$ cat src/rtl/bec_params.svh
// Offsets, field positions and codes of the bus error capture block
`ifndef BEC_PARAMS_SVH
`define BEC_PARAMS_SVH
`define BEC_OFS_SUMMARY 12'h040
`define BEC_OFS_CMDCAP 12'h740
`define BEC_OFS_MODERR 12'hC40
`define BEC_ADDR_W 12
`define BEC_DATA_W 32
`define BEC_PA_W 34
`define BEC_TAG_W 20
`define BEC_CTL_W 3
`define BEC_CMD_W 4
`define BEC_CA_W 3
`define BEC_CID_W 4
// Summary register field
`define BEC_SUM_NODE_BIT 0
// Module error source fields
`define BEC_ME_TAGADDR 0
`define BEC_ME_TAGCTL 1
`define BEC_ME_HARDERR 2
`define BEC_ME_FILL 3
`define BEC_ME_SECOND 6
`define BEC_ME_BUSCMD 7
`define BEC_ME_FILLSEC 9
`define BEC_ME_INCONS 10
`define BEC_ME_W 11
// Command capture fields
`define BEC_CAP_CID_LSB 0
`define BEC_CAP_CA_LSB 4
// Commands that perform a tag probe, one bit per command code
`define BEC_PROBE_CMD_MASK 16'h00FF
// Odd tag parity when 1
`define BEC_ODD_PARITY 1'h0
`endif

$ cat src/rtl/bec_pkg.sv
// Types of the bus error capture block
`include "bec_params.svh"
package bec_pkg;
  // Acknowledge pin codes at the end of an external cycle
  typedef enum logic [1:0] {
    BEC_ACK_IDLE = 2'b00,
    BEC_ACK_HARD = 2'b01,
    BEC_ACK_SOFT = 2'b10,
    BEC_ACK_OK = 2'b11
  } bec_ack_t;

  typedef struct packed {
    logic valid;
    logic isRead;
    logic [`BEC_PA_W-1:0] addr;
    logic [`BEC_TAG_W-1:0] tagAddr;
    logic tagAddrPar;
    logic [`BEC_CTL_W-1:0] tagCtl;
    logic tagCtlPar;
  } bec_probe_t;

  typedef struct packed {
    logic valid;
    logic isRead;
    logic addrParErr;
    logic ctlParErr;
    logic inconsistent;
    logic [`BEC_PA_W-1:0] addr;
    logic [`BEC_TAG_W+`BEC_CTL_W+1:0] tag;
  } bec_tagres_t;

  typedef struct packed {
    logic fillSecond;
    logic fillErr;
    logic secondErr;
    logic inconsistent;
    logic hardErr;
    logic ctlParWr;
    logic ctlParRd;
    logic addrParWr;
    logic addrParRd;
  } bec_status_t;
endpackage

$ cat src/rtl/bec_tag_check.sv
// Tag parity checker for backup-cache probes, one stage registered
`timescale 1ns/100ps
`include "bec_params.svh"
module bec_tag_check
  import bec_pkg::*;
(
  input wire logic sys_clk,
  input wire logic rst,
  input bec_probe_t probe,
  input wire logic cmdProbes,
  output bec_tagres_t res_r
);
  logic addrBad;
  logic ctlBad;

  // Parity over field plus stored bit, sense set by the header
  assign addrBad = probe.valid && ((^{probe.tagAddr, probe.tagAddrPar}) != `BEC_ODD_PARITY);
  assign ctlBad = probe.valid && ((^{probe.tagCtl, probe.tagCtlPar}) != `BEC_ODD_PARITY);

  // Result aligned with its address and raw tag
  always_ff @(posedge sys_clk) begin
    if (rst) begin
      res_r <= '0;
    end else begin
      res_r.valid <= probe.valid;
      res_r.isRead <= probe.isRead;
      res_r.addrParErr <= addrBad;
      res_r.ctlParErr <= ctlBad;
      res_r.inconsistent <= (addrBad || ctlBad) && !cmdProbes;
      res_r.addr <= probe.addr;
      res_r.tag <= {probe.tagAddr, probe.tagAddrPar, probe.tagCtl, probe.tagCtlPar};
    end
  end
endmodule

$ cat src/rtl/bus_error_capture.sv
// Bus interface error capture, status and module error registers
`timescale 1ns/100ps
`include "bec_params.svh"
module bus_error_capture
  import bec_pkg::*;
#(
  parameter logic [15:0] PROBE_CMD_MASK = `BEC_PROBE_CMD_MASK
) (
  input wire logic sys_clk,
  input wire logic rst,
  input bec_probe_t probeIn,
  input wire logic [`BEC_CMD_W-1:0] interfaceCommand,
  input wire logic cycleDone,
  input wire logic [1:0] cycleAcknowledgePins,
  input wire logic [`BEC_PA_W-1:0] cycleAddr,
  input wire logic [`BEC_CA_W-1:0] cycleCacheState,
  input wire logic [`BEC_CID_W-1:0] cycleCommander,
  input wire logic fillErr,
  input wire logic fillEccMulti,
  input wire logic revLater,
  input wire logic statusClr,
  input wire logic tagWrEn,
  input wire logic [`BEC_TAG_W+`BEC_CTL_W+1:0] tagWrData,
  input wire logic [`BEC_ADDR_W-1:0] regAddr,
  input wire logic regWr,
  input wire logic regRd,
  input wire logic [`BEC_DATA_W-1:0] regWrData,
  output logic [`BEC_DATA_W-1:0] regRdData,
  output logic regRdValid,
  output bec_status_t interfaceStatus,
  output logic [`BEC_PA_W-1:0] interfaceAddress,
  output logic [`BEC_TAG_W+`BEC_CTL_W+1:0] probeResultTag,
  output logic tagRamWrEn,
  output logic [`BEC_TAG_W+`BEC_CTL_W+1:0] tagRamWrData,
  output logic nodeErrorSummary
);
  bec_tagres_t tagRes;
  bec_status_t status_r;
  bec_status_t status_nxt;
  logic [`BEC_PA_W-1:0] addr_r;
  logic [`BEC_TAG_W+`BEC_CTL_W+1:0] probeTag_r;
  logic [`BEC_ME_W-1:0] modErr_r;
  logic [`BEC_ME_W-1:0] modErrEv;
  logic [`BEC_ME_W-1:0] modErrClr;
  logic [`BEC_CA_W-1:0] capCa_r;
  logic [`BEC_CID_W-1:0] capCid_r;
  logic summary_r;
  logic [`BEC_DATA_W-1:0] rdData_r;
  logic rdValid_r;
  logic tagWrEn_r;
  logic [`BEC_TAG_W+`BEC_CTL_W+1:0] tagWrData_r;
  logic locked;
  logic parEv;
  logic hardEv;
  logic firstEv;
  logic fillSecEv;
  logic cmdProbes;

  assign cmdProbes = PROBE_CMD_MASK[interfaceCommand];

  bec_tag_check u_tag_check (
    .sys_clk(sys_clk),
    .rst(rst),
    .probe(probeIn),
    .cmdProbes(cmdProbes),
    .res_r(tagRes)
  );

  // A clear in the same cycle unlocks, so an arriving error is recorded as first
  assign locked = !statusClr && (status_r.addrParRd || status_r.addrParWr ||
                  status_r.ctlParRd || status_r.ctlParWr || status_r.hardErr);
  assign parEv = tagRes.addrParErr || tagRes.ctlParErr;
  assign hardEv = cycleDone && (cycleAcknowledgePins == BEC_ACK_HARD);
  assign firstEv = (parEv || hardEv) && !locked;
  // Meaning of the fill second bit follows the chip revision
  assign fillSecEv = revLater ? fillEccMulti : (fillErr && status_r.fillErr && !statusClr);

  // Status next value; set wins over a same-cycle clear
  always_comb begin
    status_nxt = statusClr ? '0 : status_r;
    if (!locked) begin
      status_nxt.addrParRd = status_nxt.addrParRd | (tagRes.addrParErr & tagRes.isRead);
      status_nxt.addrParWr = status_nxt.addrParWr | (tagRes.addrParErr & ~tagRes.isRead);
      status_nxt.ctlParRd = status_nxt.ctlParRd | (tagRes.ctlParErr & tagRes.isRead);
      status_nxt.ctlParWr = status_nxt.ctlParWr | (tagRes.ctlParErr & ~tagRes.isRead);
      status_nxt.hardErr = status_nxt.hardErr | hardEv;
      status_nxt.inconsistent = status_nxt.inconsistent | tagRes.inconsistent;
    end
    if (locked && (hardEv || parEv)) begin
      status_nxt.secondErr = 1'b1;
    end
    status_nxt.fillErr = status_nxt.fillErr | fillErr;
    status_nxt.fillSecond = status_nxt.fillSecond | fillSecEv;
  end

  // Interface status register
  always_ff @(posedge sys_clk) begin
    if (rst) begin
      status_r <= '0;
    end else begin
      status_r <= status_nxt;
    end
  end

  // Address and tag capture only on a first error; later ones are dropped
  always_ff @(posedge sys_clk) begin
    if (rst) begin
      addr_r <= '0;
      probeTag_r <= '0;
    end else if (firstEv) begin
      addr_r <= parEv ? tagRes.addr : cycleAddr;
      if (parEv) begin
        probeTag_r <= tagRes.tag;
      end
    end
  end

  // Module error source events
  always_comb begin
    modErrEv = '0;
    modErrEv[`BEC_ME_TAGADDR] = tagRes.addrParErr && !locked;
    modErrEv[`BEC_ME_TAGCTL] = tagRes.ctlParErr && !locked;
    modErrEv[`BEC_ME_HARDERR] = hardEv && !locked;
    modErrEv[`BEC_ME_FILL] = fillErr;
    modErrEv[`BEC_ME_SECOND] = locked && (hardEv || parEv);
    modErrEv[`BEC_ME_BUSCMD] = hardEv && !locked;
    modErrEv[`BEC_ME_FILLSEC] = fillSecEv;
    modErrEv[`BEC_ME_INCONS] = tagRes.inconsistent && !locked;
  end

  // Write-one-to-clear on the module error source register
  assign modErrClr = (regWr && regAddr == `BEC_OFS_MODERR) ? regWrData[`BEC_ME_W-1:0] : '0;

  // Module error source bits, set wins over clear
  always_ff @(posedge sys_clk) begin
    if (rst) begin
      modErr_r <= '0;
    end else begin
      modErr_r <= (modErr_r & ~modErrClr) | modErrEv;
    end
  end

  // Command capture of a hard-error cycle that arrives while unlocked, held while its source bit stands
  always_ff @(posedge sys_clk) begin
    if (rst) begin
      capCa_r <= '0;
      capCid_r <= '0;
    end else if (modErrEv[`BEC_ME_BUSCMD] && !modErr_r[`BEC_ME_BUSCMD]) begin
      capCa_r <= cycleCacheState;
      capCid_r <= cycleCommander;
    end
  end

  // Node summary bit, one-to-clear, set wins
  always_ff @(posedge sys_clk) begin
    if (rst) begin
      summary_r <= 1'b0;
    end else if (|modErrEv) begin
      summary_r <= 1'b1;
    end else if (regWr && regAddr == `BEC_OFS_SUMMARY && regWrData[`BEC_SUM_NODE_BIT]) begin
      summary_r <= 1'b0;
    end
  end

  // Register read port; unmapped offsets read zero
  always_ff @(posedge sys_clk) begin
    if (rst) begin
      rdData_r <= '0;
      rdValid_r <= 1'b0;
    end else begin
      rdValid_r <= regRd;
      if (regRd) begin
        rdData_r <= '0;
        unique case (regAddr)
          `BEC_OFS_SUMMARY: begin
            rdData_r[`BEC_SUM_NODE_BIT] <= summary_r;
          end
          `BEC_OFS_CMDCAP: begin
            rdData_r[`BEC_CAP_CID_LSB +: `BEC_CID_W] <= capCid_r;
            rdData_r[`BEC_CAP_CA_LSB +: `BEC_CA_W] <= capCa_r;
          end
          `BEC_OFS_MODERR: begin
            rdData_r[`BEC_ME_W-1:0] <= modErr_r;
          end
          default: begin
            rdData_r <= '0;
          end
        endcase
      end
    end
  end

  // Tag write path, registered toward the tag RAM
  always_ff @(posedge sys_clk) begin
    if (rst) begin
      tagWrEn_r <= 1'b0;
      tagWrData_r <= '0;
    end else begin
      tagWrEn_r <= tagWrEn;
      if (tagWrEn) begin
        tagWrData_r <= tagWrData;
      end
    end
  end

  // Outputs straight from flops
  assign regRdData = rdData_r;
  assign regRdValid = rdValid_r;
  assign interfaceStatus = status_r;
  assign interfaceAddress = addr_r;
  assign probeResultTag = probeTag_r;
  assign tagRamWrEn = tagWrEn_r;
  assign tagRamWrData = tagWrData_r;
  assign nodeErrorSummary = summary_r;
endmodule

$ cat config.mk
export PLATFORM = sky130hd
export DESIGN_NAME = bus_error_capture
export DESIGN_NICKNAME = d
export VERILOG_FILES = /design/src/rtl/bec_pkg.sv /design/src/rtl/bec_tag_check.sv /design/src/rtl/bus_error_capture.sv
export VERILOG_INCLUDE_DIRS = /design/src /design/src/rtl
export SDC_FILE = /design/constraint.sdc
export NUM_CORES = 1
export LEC_CHECK = 0
export BUFFER_PORTS_ARGS = -buffer_cell sky130_fd_sc_hd__buf_2
export CORE_MARGIN = 1.5
export CORE_UTILIZATION = 25
export DETAILED_ROUTE_END_ITERATION = 16
export GPL_TIMING_DRIVEN = 0
export PLACE_DENSITY_LB_ADDON = 0.12
export SETUP_SLACK_MARGIN = 0.02
export SKIP_LAST_GASP = 1
export SLEW_MARGIN = 20
export SYNTH_ARGS = -nofsm -noshare
export SYNTH_HDL_FRONTEND = slang
export SYNTH_SLANG_ARGS = --single-unit
$ cat constraint.sdc
create_clock -name sys_clk -period 3.5 [get_ports sys_clk]
set_clock_uncertainty 0.05 [all_clocks]
set_input_delay 0.35 -clock sys_clk [delete_from_list [all_inputs] [get_ports sys_clk]]
set_output_delay 0.35 -clock sys_clk [all_outputs]
set_load 0.01 [all_outputs]
======== Yosys cells after proc, flatten, opt, wreduce, memory -nomap -nowiden ========
Memory sizes are Yosys's and may differ from the RTL's.
Index checks and enable logic that the tools add are counted.
operators by class
  eq/ne operators ......................... 4
  mux-type cells .......................... 12
  reduce and logical (&&, ||, !) cells .... 34
  bitwise operators ....................... 16
  order comparisons ....................... 1
operators by type and width
  operator                number
  $mux W34                1
  $reduce_xor A21 Y1      1
  $logic_and A1 B1 Y1     17
  $eq A12 B11 Y1 const B  1
  $eq A12 B12 Y1 const B  1
  $eq A12 B7 Y1 const B   1
  $pmux W6 S2             1
  $and A11 B11 Y11        1
  $mux W11                1
  $not A11 Y11            1
  $or A11 B11 Y11         1
  $mux W9                 1
  $or A1 B1 Y1            8
  $logic_or A1 B1 Y1      7
  $reduce_or A7 Y1        1
  $mux W6                 1
  $lt A4 B5 Y1 const B    1
  $mux W1                 5
  $and A1 B1 Y1           4
  $logic_not A1 Y1        4
  $mux W4                 1
  $reduce_bool A2 Y1      2
  $reduce_xor A4 Y1       1
  $pmux W1 S3             1
  3 further kinds         3
storage, ports and cells
  word-level logic and storage cells ...... 93
  output and inout bits ................... 128
  bits in registers ....................... 188
  ROM bits ................................ 16
  memories ................................ 1
  input port bits ......................... 187
memories
  memory            depth  bits a word  read ports  clocked after Yosys merged registers in  write ports  line                     RTL
  (name not given)  16     1            1           0                                        0            bus_error_capture.sv:59  assign cmdProbes = PROBE_CMD_MASK[interfaceCommand];

======== Depth between registers and ports, before layout ========
Gate-level depths: netlist (run 1).
  depth after elaboration ................. 9
  mapped depth ............................ 7
  mapped depth without buffers ............ 5

======== Cells and area by module ========
From an unflattened synthesis (run 1), not the netlist that was laid out.
unflattened totals
  cell total of the unflattened synthesis .. 761
  area, all modules ....................... 7,196.9 µm²
by module, submodules not included
  module             instances  cells each  sequential area each (µm²)  area an instance (µm²)
  bus_error_capture  1          604         2,502.4                     5,281.3
  bec_tag_check      1          157         1,281.2                     1,915.6

======== Least setup slack after synthesis (run 1) ========
No wires, ideal clock.
  path type ............................... register -> register
  start ................................... register status_r (netlist bit interfaceStatus[4])
  end ..................................... register addr_r[14] (netlist: interfaceAddress[14])
  stages on the path, launching flop included .. 8
  clock period less this slack ............ 1,791 ps
  library setup time ...................... 147 ps
  data required time ...................... 3,303 ps
  buffers on the path ..................... 3
  arrival ................................. 1,594 ps
  path slack .............................. 1,709 ps
  cell sequence ........................... dfxtp_1 -> or4_1 -> o21ai_1 -> and2_1 -> buf_6 -> buf_6 -> buf_6 -> a311oi_2
between the ends
  longest elaborated chain between the ends .. 4
RTL lines
  item                    line                      RTL
  from (decl)             bus_error_capture.sv:38   bec_status_t status_r;
  from (signal assigned)  bus_error_capture.sv:101  status_r <= status_nxt;
  $logic_or A1 B1 Y1      bus_error_capture.sv:71   status_r.ctlParRd || status_r.ctlParWr || status_r.hardErr);
  $logic_and A1 B1 Y1     bus_error_capture.sv:70   assign locked = !statusClr && (status_r.addrParRd || status_r.addrParWr ||
  $logic_not A1 Y1        bus_error_capture.sv:74   assign firstEv = (parEv || hardEv) && !locked;
  $logic_and A1 B1 Y1     bus_error_capture.sv:74
  to (signal assigned)    bus_error_capture.sv:111  addr_r <= parEv ? tagRes.addr : cycleAddr;
  to (decl)               bus_error_capture.sv:40   logic [`BEC_PA_W-1:0] addr_r;
No other way between the ends.
A chain may end at the register's enable or synchronous reset.

======== Worst setup path in the final report (run 1) ========
  start ................................... register u_tag_check.res_r[60] in the netlist's numbering
  end ..................................... register addr_r[33] (netlist: interfaceAddress[33])
between the ends
  longest elaborated chain between the ends .. 3
  elaborated cells on any way between the ends .. 4
  classes of those cells .................. mux: 1; reduce/logical: 3
RTL lines
  item                    line                     RTL
  from (decl)             bec_tag_check.sv:11      output bec_tagres_t res_r
  $logic_or A1 B1 Y1 (*)  bus_error_capture.sv:72  assign parEv = tagRes.addrParErr || tagRes.ctlParErr;
  $logic_or A1 B1 Y1      bus_error_capture.sv:74
  $logic_and A1 B1 Y1     bus_error_capture.sv:74
Mark *: on every way between the ends. The rest lies on a longest branch, timed or not.

==> metrics, run 1 <==
setup TNS=0 ns; Total GRT Usage=between 10% and 20%; Crit Path Class=flip-flop to flip-flop; First-pass DRT Iterations=4; Post-CTS Resized=0; crit path launch type=flip-flop; Arr. time, crit path=roughly 2.5 ns; H-tree level count=4; Peak VDD IR=~340 uV; MaxCap Viol Count=0; relative slew slack=a little under 50%; Syn Area/Cell=~9.6 um2; PortBufs=267; remaining antenna violation count after routing=0; Max Transition Viols Final=0; Lkg Pwr=between 0.004 and 0.005 uW; R2R Setup Slk=approximately 1.3 ns; DRT iter0 DRCs=214; Placed Instance Area=roughly 0.009 mm2; Synth Warn #=0; post-layout util=34.4%; clk buf depth=2; measured slew at the worst slew-check pin=a little under 0.8 ns; FF+latch count, synth=188; DR WL/cell=15.6 um; cts bufs inserted=17; Distinct cells, synth=44; Layout area overhead=34.9%; RePlAce Congestion=just under 0.8; PD cells=around 600 mW/mm2; CP max FO=10; first-pass GRT wire length=about 34 mm; Seq/Total Area, Yosys=52.8%; Clk Latency, worst-skew pair=roughly 0.44 ns; DIE HEIGHT=172 um; DRC=0; post-synth top area cell=dfxtp_1; Synth top area share=a little over half; pin count of the biggest net entering global routing=21; die extent in x=between 150 and 200 um; Vias/cell=roughly 4.2; post-route cell area=between 0.009 and 0.01 mm2; Hold Path Class=input pin to flip-flop; outcome=finished, final reports clean; unrepaired setup endpoints after global routing=no; Core Area=between 0.02 and 0.03 mm2; Final Cycle Share=62.9%; Post-CTS Repair Setup Buffers=0; endpoints failing setup=0; ranking of synthesized cells by area=dfxtp_1 53%, a311oi_2 7.2%, nor2b_1 5.5%; layout cells sized above 1=34.9%; vias in the first global route=about 6,000; CTS tree=built; crit end category=flip-flop; Gate Count Post-Synth=approximately 740; initial core utilization=about a quarter; row count=roughly 60; CTS Hold Bufs=0; crit path time final=between 2 and 2.5 ns; EDFF count, synth=0; mapped cell area=between 0.007 and 0.008 mm2; Die ar.=just under 0.03 mm2; global route overflow=0; WP data required=~3.8 ns; Clock Tree Root=clkbuf_16; Post-DP HPWL=16.9 mm; DR vias=between 6,000 and 7,000; Post-synth top flop=dfxtp_1; initial antenna violation count=5; ys async rst share=0%; clk sinks=188; final wirelength=22.4 mm; Max Freq=around 0.45 GHz; Final Hold Viols=0; # nets final=about 1,200; Worst-path clk slew=about 0.09 ns; Layout fillers=about 3,000; I/O pin count=roughly 320
## final timing paths
path,startpoint,end,cells past startpoint
max,u_tag_check.res_r[60],interfaceAddress[33],7
min,probeIn[42],u_tag_check.res_r[42],2
max reg2reg,u_tag_check.res_r[60],interfaceAddress[33],7
min reg2reg,modErr_r[8],modErr_r[8],2
## synth_stat cells, drive strengths merged, types with 2 or more instances
cell type  count
and2           2
a21oi         42
clkbuf        36
xor2           2
o21ai         37
buf           37
nor3           7
nor2          86
mux2i         32
a221oi         7
xnor2         19
nand2        104
a211oi         3
a32oi          2
o2bb2ai        2
nand2b         3
dfxtp        188
nand3         13
inv            5
a311oi        37
nor2b         63
## registers in the layout (all words and copies together) (netlist names)
register and count:
interfaceAddress 34, tagRamWrEn 1, regRdData 11, capCa_r 3
nodeErrorSummary 1, tagRamWrData 25, interfaceStatus 9, probeResultTag 25
regRdValid 1, modErr_r 11, u_tag_check.res_r 63, capCid_r 4
## layout make-up
cell class | instances | area (um2) | area share (%)
clock buffers | 18 | 429 | 4.46
flip-flops and latches | 188 | 3760 | 39.1
diodes | 1 | 2.50 | 0.0260
well taps | 378 | 473 | 4.92
clock inverters | 14 | 173 | 1.79
multi-input cells | 494 | 3000 | 31.2
repair buffers | 267 | 1340 | 13.9
plain buffers | 73 | 423 | 4.40
inverters | 6 | 22.5 | 0.234
## logic make-up after synthesis
family | Yosys count | synth area share [%]
AOI/OAI and AO/OA | 133 | 15.2
xor gates and xnor gates | 22 | 2.89
buffers and inverters | 79 | 6.24
DFF | 188 | 52.8
muxes | 32 | 4.49
other | 1 | 0.0526
and+or+nand+nor | 286 | 18.4
## power breakdown
part	switching, uW	internal, uW	total [uW]
Combinational	806	565	1370
Sequential	95.7	2360	2450
Clock	1000	971	1970
Total	1910	3890	5800
## cell usage in the layout, fill, tap and decap left out, types with 5 or more instances in the layout
cell type and count:
a21oi_1 42, a221oi_1 7, a311oi_2 34, buf_2 269, buf_4 25, buf_6 7
clkbuf_1 37, clkbuf_16 17, clkinv_8 5, conb_1 21, dfxtp_1 188, inv_1 5
mux2i_1 32, nand2_1 103, nand3_1 13, nor2_1 86, nor2b_1 63, nor3_1 6
o21ai_0 35, xnor2_1 19
## stage by stage
stage	cells	total power [uW]	worst slack, ns	hold WS, ns
after floorplan	761	3380	1.71	0.358
after global placement	1406	3900	1.26	0.367
after detailed placement	1406	3900	1.23	0.373
after CTS	1438	5910	1.21	0.0470
after global routing	1438	6140	1.10	0.0529
final	1439	5800	1.30	0.0620
## critical path, stage by stage (launching register included)
cell and delay [ns]:
dfxtp_1 0.33, nor2_1 0.58, nand2_1 0.27, and2_1 0.25, buf_6 0.14, buf_6 0.14
buf_6 0.16, a311oi_2 0.20
## routing by layer
metal	wire, um	GRT usage (%)
met5	48	0
met1	9730	19.0
met3	1710	5.49
met4	309	4.16
met2	10600	25.3
No activity file was read; power rests on OpenSTA's default activity.
==> inputs of run 2 (changes only) <==
==> constraint.sdc (replaced) <==
create_clock -name sys_clk -period 2.05 [get_ports sys_clk]
set_clock_uncertainty 0.05 [all_clocks]
set_input_delay 0.205 -clock sys_clk [delete_from_list [all_inputs] [get_ports sys_clk]]
set_output_delay 0.205 -clock sys_clk [all_outputs]
set_load 0.01 [all_outputs]
==> run 2 against run 1 <==
Setup slack lost 1.2 ns. Hold slack lost 0.046 ns. First-iteration DRC count grew 21%. Total power grew 75%. Wire length grew 4.4%. Core utilization grew 4.5 points. Critical path depth is the same. Clock power grew 71%. Die area is the same. Design area grew 13%. Non-clock buffer count grew 124. Critical endpoint unchanged. Highest routed layer unchanged.
==> metrics, run 2 (same netlist as run 1, synthesis figures left out) <==
slowest stage cell on the critical path=or4_1; CTS tree=built; most common cell after layout, fill and taps aside=buf_2; Die ar.=0.0296 mm2 (unchanged); Arr. time, crit path=2.17 ns (-0.32 ns); relative slew slack=49.3% (+1.2 points); multi-input logic area=0.00301 mm2 (+0.25%); initial core utilization=25.5% (unchanged); Vias/cell=4.17 (-1.3%); Post-DP HPWL=16.9 mm (unchanged); Final Cycle Share=94.4% (+31 points); measured slew at the worst slew-check pin=0.761 ns (-0.0175 ns); R2R Path End=interfaceAddress[33]; clk buf depth=2 (unchanged); layout cells sized above 1=31.8% (-3.1 points); # nets final=1,358 (+10%); final wirelength=23.4 mm (+4.4%); Hold Path Class=input pin to flip-flop; remaining antenna violation count after routing=0 (unchanged); unrepaired setup endpoints after global routing=yes; I/O pin count=315 (unchanged); Clock Tree Root=clkbuf_16; crit end category=flip-flop; first-pass GRT wire length=36.0 mm (+5.6%); family with the most delay on the worst path=simple AND/OR/NAND/NOR gates; R2R cell count=7 (unchanged); DR vias=6,518 (+7.2%); met1 Track Usage GR=19.8% (+0.89 points); Layout fillers=2,887 (-3.5%); vias in the first global route=6,684 (+10%); Placed Instance Area=0.00902 mm2 (unchanged); CP startpoint=interfaceStatus[4]; DR WL/cell=15.0 um (-3.9%); most used routing layer in global routing=met2; RePlAce Congestion=0.769 (unchanged); Max Freq=0.517 GHz (+14%); initial antenna violation count=2 (-3); MaxCap Viol Count=0 (unchanged); CP peak stage delay=0.53 ns (-0.05 ns); GRT met2 Usage=27.4% (+2.1 points); WP buf/inv=3 (unchanged); Layout area overhead=52.6%; Core Area=0.0279 mm2 (unchanged); Crit Path Class=flip-flop to flip-flop; global route overflow=0 (unchanged); outcome=finished, final reports clean; setup TNS=0 ns (unchanged); crit path to=interfaceAddress[33]; fin cells=1,563 (+8.6%); crit path launch type=flip-flop; DRT iter0 DRCs=260 (+21%); post-layout util=39.0% (+4.5 points); Peak VDD IR=576 uV (+70%); WP data required=2.28 ns (-1.51 ns); post-route cell area=0.0109 mm2 (+13%); Lkg Pwr=0.00480 uW (+13%); Crit path top cell by count=buf_6; max FFs per register=63 (unchanged); Final Hold Viols=0 (unchanged); pin count of the biggest net entering global routing=21 (unchanged); row count=61 (unchanged); Cells after DPL=1,406 (unchanged); Clk Latency, worst-skew pair=0.43 ns (about the same); critical register-to-register path startpoint=interfaceStatus[4]; Largest Register=u_tag_check.res_r; R2R Setup Slk=0.11 ns (-1.18 ns); First-pass DRT Iterations=4 (unchanged); Worst-path clk slew=0.09 ns (about the same); clk sinks=188 (unchanged); CP max FO=10 (unchanged); PD cells=930 mW/mm2 (+54%); DRC=0 (unchanged); met3 Use GR=4.37% (-1.1 points); die extent in x=172 um (unchanged); H-tree level count=4 (unchanged); critical path, cell by cell=or4_1 -> o21ai_1 -> and2_1 -> buf_6 -> buf_6 -> buf_8 -> a311oi_2; DIE HEIGHT=172 um (unchanged); Reg area=0.00376 mm2 (unchanged); crit path time final=1.94 ns (-0.267 ns); cts bufs inserted=17 (unchanged); PortBufs=267 (unchanged); Total GRT Usage=16.0% (+0.63 points); Max Transition Viols Final=0 (unchanged); Critical Path Stages=7 (unchanged); most frequent cells in the layout=269 x buf_2, 188 x dfxtp_1, 123 x dlygate4sd3_1, 103 x nand2_1, 85 x nor2_1; endpoints failing setup=0 (unchanged)
==> run 2: cell count changes in the layout (fill, tap and decap cells not counted), sizes merged <==
cell	previous run	this run
buf	304	307
clkbuf	54	52
dlygate4sd3	0	123
==> run 2: final cells by class <==
cell class,instances,share of cell area (%)
clock inverters,14,1.59
repair buffers,391,23.7
clock buffers,18,3.94
plain buffers,73,4.05
multi-input cells,494,27.6
flip-flops and latches,188,34.6
inverters,6,0.207
diodes,1,0.0230
well taps,378,4.34
==> run 2: layer usage <==
| layer | part of all wire, % | up-vias |
|---|---|---|
| li1 | - | 3323 |
| met1 | 44 | 2985 |
| met2 | 49 | 192 |
| met3 | 5.8 | 16 |
| met4 | 1.1 | 2 |
| met5 | 0.051 | - |
==> run 2: repair_timing <==
action / CTS / global route
setup buffers: 0 / 1
hold buffers: 123 / 0
endpoints found under the setup margin: 54 / 42
resized for setup: 3 / 13
endpoints found under the hold margin: 124 / 0
==> run 2: power breakdown <==
group	internal, uW	switching [uW]	total [uW]
combinational	1150	1420	2570
clock	1660	1700	3360
sequential	4020	168	4190
==> run 2: stage by stage <==
step                      hold slack [ns]  total power, uW  setup slack, ns
after CTS                        0.000587            10300           0.0290
after detailed placement            0.368             6660           -0.216
after global placement              0.359             6660           -0.193
after floorplan                     0.266             5770            0.259
final                              0.0160            10100            0.114
after global routing             0.000564            10700           0.0179
==> run 2: worst min path at each step <==
stage / start / to / slack, ns / cells after the start
after floorplan: regWrData[4] / modErr_r[4] / 0.27 / 1
after global placement: regWrData[8] / modErr_r[8] / 0.36 / 2
after detailed placement: regWrData[8] / modErr_r[8] / 0.37 / 2
after CTS: cycleAddr[7] / interfaceAddress[7] / 0.0006 / 3
after global routing: cycleAddr[7] / interfaceAddress[7] / 0.0006 / 3
final: cycleAddr[14] / interfaceAddress[14] / 0.02 / 3
==> run 2: worst register-to-register path, cell delays in order, from the launching register on <==
cell and delay [ns]:
dfxtp_1 0.33, or4_1 0.53, o21ai_1 0.15, and2_1 0.17
buf_6 0.13, buf_6 0.16, buf_8 0.17, a311oi_2 0.10
